**config.mk**
```make
export PLATFORM = sky130hd
export DESIGN_NAME = loop_vco_ctrl_regs
export DESIGN_NICKNAME = d
export VERILOG_FILES = /design/src/loop_vco_ctrl_regs.v /design/src/zero_res_decode.v
export VERILOG_INCLUDE_DIRS = /design/src /design/src/src
export SDC_FILE = /design/constraint.sdc
export NUM_CORES = 1
export LEC_CHECK = 0
export BUFFER_PORTS_ARGS = -buffer_cell sky130_fd_sc_hd__buf_2
export CAP_MARGIN = 20
export CORE_ASPECT_RATIO = 1.25
export CORE_MARGIN = 2
export CORE_UTILIZATION = 52
export DETAILED_ROUTE_END_ITERATION = 6
export PLACE_DENSITY = 0.78
export SLEW_MARGIN = 20
export SYNTH_ARGS = -nofsm -noshare
export SYNTH_HDL_FRONTEND = slang
export SYNTH_SLANG_ARGS = --single-unit
```
**constraint.sdc**
```tcl
create_clock -name clock -period 1.5 [get_ports clock]
set_clock_uncertainty 0.05 [all_clocks]
set_input_delay 0.225 -clock clock [delete_from_list [all_inputs] [get_ports clock]]
set_output_delay 0.225 -clock clock [all_outputs]
set_load 0.01 [all_outputs]
```
**src/loop_ctrl_consts.vh**
```
// register offsets, field positions, reset values for the loop and vco control bank
`ifndef LOOP_CTRL_CONSTS_VH
`define LOOP_CTRL_CONSTS_VH
`define ADDR_W 10
`define OFF_ZERO_RES 10'h01d
`define OFF_PUMP_CUR 10'h0f0
`define OFF_FB_DIV 10'h0f1
`define OFF_LOOP_CTL 10'h0f2
`define OFF_VCO_CTL 10'h0f3
`define RST_ZERO_RES 8'h00
`define RST_PUMP_CUR 8'h00
`define RST_FB_DIV 8'h00
`define RST_LOOP_CTL 8'h03
`define RST_VCO_CTL 8'h00
`define MASK_ZERO_RES 8'h0f
`define MASK_LOOP_CTL 8'hbf
`define MASK_VCO_CTL 8'h16
`define LC_LD_PD 7
`define LC_DOUBLER 5
`define LC_ABL_EN 4
`define LC_ABL_HI 3
`define LC_ABL_LO 2
`define LC_PUMP_HI 1
`define LC_PUMP_LO 0
`define VC_FORCE_REL 4
`define VC_MIDSCALE 2
`define VC_CAL 1
`define ABL_AUTO 2'h2
`define ZR_EXT 4'h8
`endif

```
**src/loop_vco_ctrl_regs.v**
```verilog
// register bank and decoded controls for loop filter, pump, divider and vco
// Functional notes
// [RQ1] zero resistor code selects five values/external
// [RQ2] pump register is unsigned current magnitude
// [RQ3] feedback ratio is four B plus A
// [RQ4] software programs only legal A/B pairs
// [RQ5] bit 7 powers down lock detector
// [RQ6] software keeps control bit 6 zero
// [RQ7] bit 5 doubles reference frequency
// [RQ8] bit 4 low forces antibacklash high
// [RQ9] antibacklash field: min, low, high, max
// [RQ10] pump mode: tristate, up, down, normal
// [RQ11] hold distribution sync until loop locks
// [RQ12] force bit releases sync regardless
// [RQ13] software keeps vco bit 3 zero
// [RQ14] bit 2 forces vco midscale
// [RQ15] calibrate bit level, not self-clearing
// [RQ16] reserved bits ignore writes, read zero
`timescale 1ns/1ps
`default_nettype none
`include "loop_ctrl_consts.vh"
module loop_vco_ctrl_regs (
  input wire clock,
  input wire rst_b,
  input wire reg_wr,
  input wire reg_rd,
  input wire [9:0] reg_addr,
  input wire [7:0] reg_wdata,
  output reg [7:0] reg_rdata,
  output reg reg_hit,
  input wire out_loop_locked,
  output wire [4:0] zero_res_sel,
  output wire zero_res_external,
  output reg [7:0] pump_current,
  output reg [8:0] feedback_ratio,
  output reg feedback_illegal,
  output reg lock_det_pd,
  output reg ref_doubler_en,
  output reg [1:0] abl_width,
  output reg [3:0] abl_onehot,
  output reg [3:0] pump_mode_onehot,
  output reg dist_sync_hold,
  output reg vco_midscale,
  output reg vco_cal_run,
  output reg vco_cal_start
);
  // ---------------------------------------------
  // register storage
  // ---------------------------------------------
  reg [7:0] zero_res_q;
  reg [7:0] pump_cur_q;
  reg [7:0] fb_div_q;
  reg [7:0] loop_ctl_q;
  reg [7:0] vco_ctl_q;
  reg cal_prev_q;
  wire [5:0] b_count;
  wire [1:0] a_count;
  wire [1:0] abl_eff;

  // write decode; reserved bits are masked so they stay zero
  // [RQ16] mask reserved writes
  always @(posedge clock or negedge rst_b) begin
    if (!rst_b) begin
      zero_res_q <= `RST_ZERO_RES;
      pump_cur_q <= `RST_PUMP_CUR;
      fb_div_q <= `RST_FB_DIV;
      loop_ctl_q <= `RST_LOOP_CTL;
      vco_ctl_q <= `RST_VCO_CTL;
    end else if (reg_wr) begin
      case (reg_addr)
        `OFF_ZERO_RES: zero_res_q <= reg_wdata & `MASK_ZERO_RES;
        `OFF_PUMP_CUR: pump_cur_q <= reg_wdata;
        `OFF_FB_DIV: fb_div_q <= reg_wdata;
        // bit 6 must stay zero, so the mask keeps it there
        `OFF_LOOP_CTL: loop_ctl_q <= reg_wdata & `MASK_LOOP_CTL;
        `OFF_VCO_CTL: vco_ctl_q <= reg_wdata & `MASK_VCO_CTL;
        default: zero_res_q <= zero_res_q; // unmapped writes dropped
      endcase
    end
  end

  // ---------------------------------------------
  // read back
  // ---------------------------------------------
  // registered read data, zero for unmapped offsets
  always @(posedge clock or negedge rst_b) begin
    if (!rst_b) begin
      reg_rdata <= 8'h00;
      reg_hit <= 1'b0;
    end else if (reg_rd) begin
      reg_hit <= 1'b1;
      case (reg_addr)
        `OFF_ZERO_RES: reg_rdata <= zero_res_q;
        `OFF_PUMP_CUR: reg_rdata <= pump_cur_q;
        `OFF_FB_DIV: reg_rdata <= fb_div_q;
        `OFF_LOOP_CTL: reg_rdata <= loop_ctl_q;
        `OFF_VCO_CTL: reg_rdata <= vco_ctl_q;
        default: begin
          reg_rdata <= 8'h00;
          reg_hit <= 1'b0;
        end
      endcase
    end
  end

  // ---------------------------------------------
  // input-loop zero resistor
  // ---------------------------------------------
  // [RQ1] decode resistor code
  zero_res_decode u_zero_res (
    .code(zero_res_q[3:0]),
    .sel_onehot(zero_res_sel),
    .use_external(zero_res_external)
  );

  // ---------------------------------------------
  // output-loop controls, registered for clean outputs
  // ---------------------------------------------
  assign b_count = fb_div_q[5:0];
  assign a_count = fb_div_q[7:6];
  // [RQ8] auto antibacklash high
  assign abl_eff = loop_ctl_q[`LC_ABL_EN] ? loop_ctl_q[`LC_ABL_HI:`LC_ABL_LO] : `ABL_AUTO;

  always @(posedge clock or negedge rst_b) begin
    if (!rst_b) begin
      pump_current <= 8'h00;
      feedback_ratio <= 9'h000;
      feedback_illegal <= 1'b0;
      lock_det_pd <= 1'b0;
      ref_doubler_en <= 1'b0;
      abl_width <= 2'h0;
      abl_onehot <= 4'h0;
      pump_mode_onehot <= 4'h0;
    end else begin
      // [RQ2] pump magnitude passthrough
      pump_current <= pump_cur_q;
      // [RQ3] ratio four B plus A
      feedback_ratio <= {1'b0, b_count, 2'b00} + {7'h00, a_count};
      // [RQ4] flag illegal A/B pair; flag only, the ratio is still used
      feedback_illegal <= (b_count < 6'd4) || ((b_count == 6'd4) && (a_count > 2'd1)) ||
                          ((b_count < 6'd7) && (a_count == 2'd3));
      // [RQ5] lock detector power-down
      lock_det_pd <= loop_ctl_q[`LC_LD_PD];
      // [RQ7] reference doubler enable
      ref_doubler_en <= loop_ctl_q[`LC_DOUBLER];
      abl_width <= abl_eff;
      // [RQ9] antibacklash width decode
      case (abl_eff)
        2'h0: abl_onehot <= 4'h1;
        2'h1: abl_onehot <= 4'h2;
        2'h2: abl_onehot <= 4'h4;
        default: abl_onehot <= 4'h8;
      endcase
      // [RQ10] pump mode decode
      case (loop_ctl_q[`LC_PUMP_HI:`LC_PUMP_LO])
        2'h0: pump_mode_onehot <= 4'h1; // tristate
        2'h1: pump_mode_onehot <= 4'h2; // constant up
        2'h2: pump_mode_onehot <= 4'h4; // constant down
        default: pump_mode_onehot <= 4'h8; // normal
      endcase
    end
  end

  // ---------------------------------------------
  // vco control
  // ---------------------------------------------
  // calibration start pulses on the 0 to 1 edge, so a rewrite of 1 does nothing
  always @(posedge clock or negedge rst_b) begin
    if (!rst_b) begin
      dist_sync_hold <= 1'b1;
      vco_midscale <= 1'b0;
      vco_cal_run <= 1'b0;
      vco_cal_start <= 1'b0;
      cal_prev_q <= 1'b0;
    end else begin
      // [RQ11] hold until lock
      // [RQ12] force release ignores lock
      dist_sync_hold <= ~(vco_ctl_q[`VC_FORCE_REL] | out_loop_locked);
      // [RQ14] midscale force
      vco_midscale <= vco_ctl_q[`VC_MIDSCALE];
      // [RQ15] level calibrate, edge start
      vco_cal_run <= vco_ctl_q[`VC_CAL];
      cal_prev_q <= vco_ctl_q[`VC_CAL];
      vco_cal_start <= vco_ctl_q[`VC_CAL] & ~cal_prev_q;
    end
  end
endmodule
`default_nettype wire

```
**src/zero_res_decode.v**
```verilog
// decoder of the input-loop zero resistor code into one-hot selects
`timescale 1ns/1ps
`default_nettype none
module zero_res_decode (
  input wire [3:0] code,
  output reg [4:0] sel_onehot,
  output reg use_external
);
  // -------------------------------------------------
  // decode: four descending values, then smallest
  // -------------------------------------------------
  // [RQ1] resistor code decode
  always @* begin
    sel_onehot = 5'h0_0;
    use_external = 1'b0;
    case (code)
      4'h0: sel_onehot = 5'h0_1;
      4'h1: sel_onehot = 5'h0_2;
      4'h2: sel_onehot = 5'h0_4;
      4'h3: sel_onehot = 5'h0_8;
      4'h4, 4'h5, 4'h6, 4'h7: sel_onehot = 5'h1_0;
      4'h8: use_external = 1'b1;
      default: sel_onehot = 5'h0_0; // unlisted codes select nothing
    endcase
  end
endmodule
`default_nettype wire
```
==> impl_metrics.ini, run 1 <==
[route]
post-route-drc-count = 0
post_drt_via_cell_ratio = 5.28
detail_route.iter0.violations = 84
postRouteAntennaNets = 0
avgRoutedWirePerCell_um = 16.0
route.vias.total = 2011
drt-pass1-iter-count = 4
routed_wire_length_um = 6090

[worst_setup_path]
cp_cell_sequence = nor4_2, buf_2
path_class = reg2out
timing.critical_path.to_type = output port
critical-path-slowest-cell = dfrtp_2
critical_path_buf_inv_count = 1
worst_ep_arrival_time_ns = 1.26
timing.critical_path.required_ns = 1.22
critical_path.max_fanout = 5
crit_path_max_incr_delay_ns = 0.44
setup.worst_path.start_class = flip-flop
cp_top_family = flip-flops

[run_status]
outcome = complete, but fails checks
violations_in_the_final_reports = setup timing

[logic_synthesis]
synthTopCellsByCount = 69 x dfrtp_1, 30 x mux2_1, 16 x nor2_1
synth-edff-count = 0
syn-num-nets = 243
yosys_most_used_dff = dfrtp_1
yosys_warnings = 0
syn-cell-area_sq_mm = 0.00290
syn-instance-count = 220
yosysMostFrequentCell = dfrtp_1
cell_type_contributing_the_most_total_cell_area_after_synthesis = dfrtp_1
ys_seq_elements = 72
most_area_consuming_cells_after_synthesis = dfrtp_1 60%, mux2_1 12%, dfstp_2 2.7%
synth_seq_area_share_pct = 62.3
postSynthAreaPerCell_sq_um = 13.2
distinct_cell_type_count_after_synthesis = 44
asyncSetResetFlopFracSynth_pct = 100
synth_largest_type_area_fraction_pct = 59.6

[clock_network]
clk_path_buf_depth = 2
clk_latency_ns = 0.34
clock_sinks = 72
cts_made_buffers = 9
clk_transition_reported_paths_ns = 0.07
tritoncts = built
htree_num_levels = 3
root_buffer = clkbuf_8

[timing]
rsz_0062_raised_after_global_routing = true
final.period_utilization_pct = 103
finalCriticalPeriod_ns = 1.54
whs_ns = 0.0712
timing.final.max_slew_violations = 0
finalHoldViolations = 0
timing.final.ws_setup_ns = -0.0389
final_setup_violating_endpoints = 1
highest_attainable_clock_frequency_ghz = 0.650

[placed_design]
dp_worst_setup_slack_ns = -0.197
post-dp-hpwl_um = 4380
place_area_sq_mm = 0.00342
place.port_buffers = 70
gpl.final_weighted_congestion = 0.858

[global_routing]
grt_pass1_vias = 1965
grt_max_degree = 73
grt.overflow.total = 0
grt_first_pass_wirelength_um = 9400
gr-usage-all-layers_pct = 20.5
initial_antenna_violation_count = 0

[power]
power_total_mw = 3.46
power.leakage_nw = 1.89
p_per_area_mw_per_mm2 = 953
vdd_drop_max_mv = 0.597

[finish]
fin_area_sq_mm = 0.00363
antenna_cells_inserted = 0
fin_nets = 335
area_growth_pct = 25.2
drive_above_1_share_pct = 38.2
fill_cells = 429
final_util_pct = 67.1

[floorplanning]
die_area_sq_mm = 0.00619
initial_standard_cell_utilization_of_the_core_pct = 53.6
die_x_um = 70.8
core-area_sq_mm = 0.00541
floorplan.io_pins = 72
fp.dieH_um = 87.4
floorplan.rows = 30

[min_path]
holdCritPathClass = in2reg

[run]
timing.max_cap.violations = 0
-- placed cells by master, fill, tap and decap left out, types with 3 or more instances in the layout --
cell type	instances
and3_1	3
nor3_1	8
nand3_1	8
dfrtp_1	65
dfstp_2	3
nand2_1	4
mux2i_1	5
clkbuf_1	3
o21ai_0	5
inv_1	11
nor2_1	15
buf_4	16
clkinv_2	3
clkbuf_8	9
nor4_1	3
o21ai_1	6
nor2b_1	6
buf_2	70
dfrtp_2	4
mux2_1	30
-- worst reg2reg max path, stage by stage (launching register included) --
cell and delay [ns]:
dfrtp_1 0.45, a21boi_1 0.16, o21ai_1 0.09, a2111oi_0 0.38
-- cell families after synthesis --
group	count (synthesis)	synth area share, %
buffers and inverters	19	2.89
DFF	72	62.3
and+or+nand+nor	68	15.5
other	1	0.129
AOI/OAI and AO/OA	24	5.01
muxes	36	14.2
-- sequential cells by signal, summed over array words and instances (netlist names), 2 cells and up --
register	flops
abl_onehot	4
pump_cur_q	8
loop_ctl_q	7
pump_current	8
vco_ctl_q	3
abl_width	2
pump_mode_onehot	4
feedback_ratio	8
reg_rdata	8
zero_res_q	4
fb_div_q	8
-- final timing paths --
path	startpoint	endpoint	slack, ns	cells past startpoint
hold reg to reg	pump_cur_q[4]$_DFFE_PN0P_	pump_current[4]$_DFF_PN0_	0.35	0
max in group asynchronous	rst_b	loop_ctl_q[0]$_DFFE_PN1P_	0.68	3
hold / removal	reg_wdata[6]	fb_div_q[6]$_DFFE_PN0P_	0.07	2
setup / recovery	zero_res_q[0]$_DFFE_PN0P_	zero_res_external	-0.04	2
min in group asynchronous	rst_b	vco_midscale$_DFF_PN0_	0.40	3
setup reg to reg	fb_div_q[1]$_DFFE_PN0P_	feedback_illegal$_DFF_PN0_	0.26	3
-- per-stage QoR --
step,TNS [ns],cells
finish,-0.0389,381
global route,-0.212,381
CTS,0,380
detailed placement,-3.38,362
global placement,-2.69,362
floorplan,0,220
-- where the power goes --
part	total (mW)	internal [mW]	switching (mW)
clock	1.25	0.593	0.661
sequential	1.99	1.97	0.0179
combinational	0.217	0.0886	0.129
total	3.46	2.65	0.807
-- routing by layer --
metal | routed length (um) | up-vias | GRT usage, %
met5 | 0 | - | 0
met4 | 133 | 0 | 10.8
met3 | 198 | 14 | 3.36
met2 | 3240 | 49 | 34.2
met1 | 2520 | 990 | 25.6
li1 | - | 958 | -
-- area by class of cell --
| cell class | count | area [sq um] | area share [%] |
|---|---|---|---|
| repair buffers | 89 | 510 | 14.1 |
| well taps | 64 | 80.1 | 2.21 |
| clock buffers | 12 | 135 | 3.73 |
| flip-flops and latches | 72 | 1810 | 49.9 |
| inverters | 11 | 41.3 | 1.14 |
| clock inverters | 4 | 22.5 | 0.621 |
| multi-input cells | 129 | 1030 | 28.3 |
-- timing repair --
item,4_1_cts,5_1_grt
buffers inserted,0,1
hold endpoints to repair,70,0
resized for setup,1,7
pin swaps,0,2
hold buffers,2,0
setup endpoints to repair,2,5
(Power assumes the default switching activity.)
==> inputs of run 2 (changes only) <==
--- a/config.mk
+++ b/config.mk
@@ -7,12 +7,13 @@
 export NUM_CORES = 1
 export LEC_CHECK = 0
 export BUFFER_PORTS_ARGS = -buffer_cell sky130_fd_sc_hd__buf_2
-export CAP_MARGIN = 20
+export CAP_MARGIN = 10
 export CORE_ASPECT_RATIO = 1.25
 export CORE_MARGIN = 2
 export CORE_UTILIZATION = 52
 export DETAILED_ROUTE_END_ITERATION = 6
 export PLACE_DENSITY = 0.78
+export SKIP_LAST_GASP = 1
 export SLEW_MARGIN = 20
 export SYNTH_ARGS = -nofsm -noshare
 export SYNTH_HDL_FRONTEND = slang
==> run 2 against run 1 <==
- the flow still finishes with violations (setup timing)
- wire length shrank 0.15%
- total power is essentially flat
- via count is essentially flat
- final area is the same
- non-clock buffer count is the same
- critical path depth is the same
- global-route usage is the same
- sequential share of layout area is the same
- count of clock-buffer cells in the layout is the same
- utilization is the same
- critical path type unchanged
- largest power group unchanged
==> impl_metrics.ini, run 2 (synthesis gave the netlist of run 1 again) <==
[worst_setup_path]
ff_to_ff_path_depth = 3
crit_path_max_incr_delay_ns = 0.44
timing.critical_path.required_ns = 1.22
timing.critical_path.to_type = output port
setup.worst_path.start_class = flip-flop
r2r_end = feedback_illegal$_DFF_PN0_
r2r_setup_slack_ns = 0.26
critical-path-slowest-cell = dfrtp_2
critical_path.max_fanout = 5
cp_cell_sequence = nor4_2, buf_2
worst_ep_arrival_time_ns = 1.26
crit-reg2reg-launch = fb_div_q[1]$_DFFE_PN0P_
path_class = reg2out

[clock_network]
clk_transition_reported_paths_ns = 0.07
cts_made_buffers = 9
clk_path_buf_depth = 2
clk_latency_ns = 0.34
clock_sinks = 72
htree_num_levels = 3
root_buffer = clkbuf_8
tritoncts = built

[finish]
fin_nets = 335
final_cell_mix = 70 x buf_2, 65 x dfrtp_1, 30 x mux2_1
drive_above_1_share_pct = 38.2
fill_cells = 429
antenna_cells_inserted = 0
post_layout_nonfiller_instances = 381
final_common_cell = buf_2
area_of_combinational_cells_with_multiple_inputs_sq_mm = 0.00103
final-seq-area_sq_mm = 0.00181
area_growth_pct = 25.2

[global_routing]
grt.overflow.total = 0
grt_pass1_vias = 1965
grt_max_degree = 73
grt_first_pass_wirelength_um = 9400
gr-usage-all-layers_pct = 20.5
initial_antenna_violation_count = 0

[floorplanning]
fp.dieH_um = 87.4
die_x_um = 70.8
initial_standard_cell_utilization_of_the_core_pct = 53.6
die_area_sq_mm = 0.00619
core-area_sq_mm = 0.00541
floorplan.io_pins = 72
floorplan.rows = 30

[power]
power_total_mw = 3.46
vdd_drop_max_mv = 0.596
p_per_area_mw_per_mm2 = 953
power.leakage_nw = 1.89

[route]
avgRoutedWirePerCell_um = 16.0
detail_route.iter0.violations = 94
post_drt_via_cell_ratio = 5.28
route.vias.total = 2012
postRouteAntennaNets = 0
post-route-drc-count = 0
drt-pass1-iter-count = 4
routed_wire_length_um = 6080

[timing]
timing.final.max_slew_violations = 0
highest_attainable_clock_frequency_ghz = 0.650
final_setup_violating_endpoints = 1
timing.final.ws_setup_ns = -0.0392
final.period_utilization_pct = 103
finalCriticalPeriod_ns = 1.54
rsz_0062_raised_after_global_routing = true
finalHoldViolations = 0
tns_ns = -0.0392

[run_status]
outcome = complete, but fails checks
violations_in_the_final_reports = setup timing

[min_path]
min_from = reg_wdata[6]
holdCritPathClass = in2reg
worst_hold_path.num_cells = 2
hold_end = fb_div_q[6]$_DFFE_PN0P_

[placed_design]
post-dp-hpwl_um = 4380
placed_cells_incl_taps = 362
place.port_buffers = 70
gpl.final_weighted_congestion = 0.858

[run]
timing.max_cap.violations = 0
-- run 2: how the worst max path moves through the flow --
| stage | start | endpoint | slack, ns | depth (start not counted) |
|---|---|---|---|---|
| floorplan | reg_addr[8] | vco_ctl_q[1]$_DFFE_PN0P_ | 0.01 | 4 |
| global placement | reg_addr[2] | vco_ctl_q[4]$_DFFE_PN0P_ | -0.16 | 5 |
| detailed placement | reg_addr[2] | vco_ctl_q[1]$_DFFE_PN0P_ | -0.20 | 5 |
| CTS | zero_res_q[0]$_DFFE_PN0P_ | zero_res_external | 0.005 | 2 |
| global route | zero_res_q[0]$_DFFE_PN0P_ | zero_res_external | -0.07 | 2 |
| finish | zero_res_q[0]$_DFFE_PN0P_ | zero_res_external | -0.04 | 2 |
-- run 2: critical path, delay by kind of cell, from the launching register on --
kind	cells	cell delay, ns
buf+inv	1	0.18
simple gates	1	0.30
flops	1	0.44
-- run 2: metrics by stage --
stage               hold slack [ns]  instance area (sq um)  util, %  worst slack [ns]
floorplan                    -0.121                   2900        -            0.0124
global placement              0.223                   3420     63.2            -0.158
detailed placement            0.242                   3420     63.2            -0.197
CTS                          0.0656                   3600     66.6           0.00478
global route                 0.0710                   3630     67.1           -0.0675
finish                       0.0714                   3630     67.1           -0.0392
-- run 2: layout make-up --
cell class,count,area share [%]
Clock buffer,12,3.73
Timing Repair Buffer,89,14.1
Multi-Input combinational cell,129,28.3
Inverter,11,1.14
Clock inverter,4,0.621
Sequential cell,72,49.9
Tap cell,64,2.21
-- run 2: routing by layer --
layer	vias to the layer above	wire length [um]	track usage (%)
met4	0	133	10.8
met5	-	0	0
met2	47	3210	34.2
met1	991	2530	25.6
met3	14	204	3.36
li1	960	-	-
-- run 2: where the power goes --
group          internal (mW)  total, mW  switching [mW]
clock network          0.593       1.25           0.660
registers               1.97       1.99          0.0179
logic                 0.0886      0.218           0.129
total                   2.65       3.46           0.807
-- run 2: repair_timing --
action | 4_1_cts | 5_1_grt
setup endpoints to repair | 2 | 5
pin swaps | 0 | 2
gates resized for setup | 1 | 7
gates cloned | 0 | 0
hold buffers | 2 | 0
hold endpoints to repair | 70 | 0
setup buffers | 0 | 1
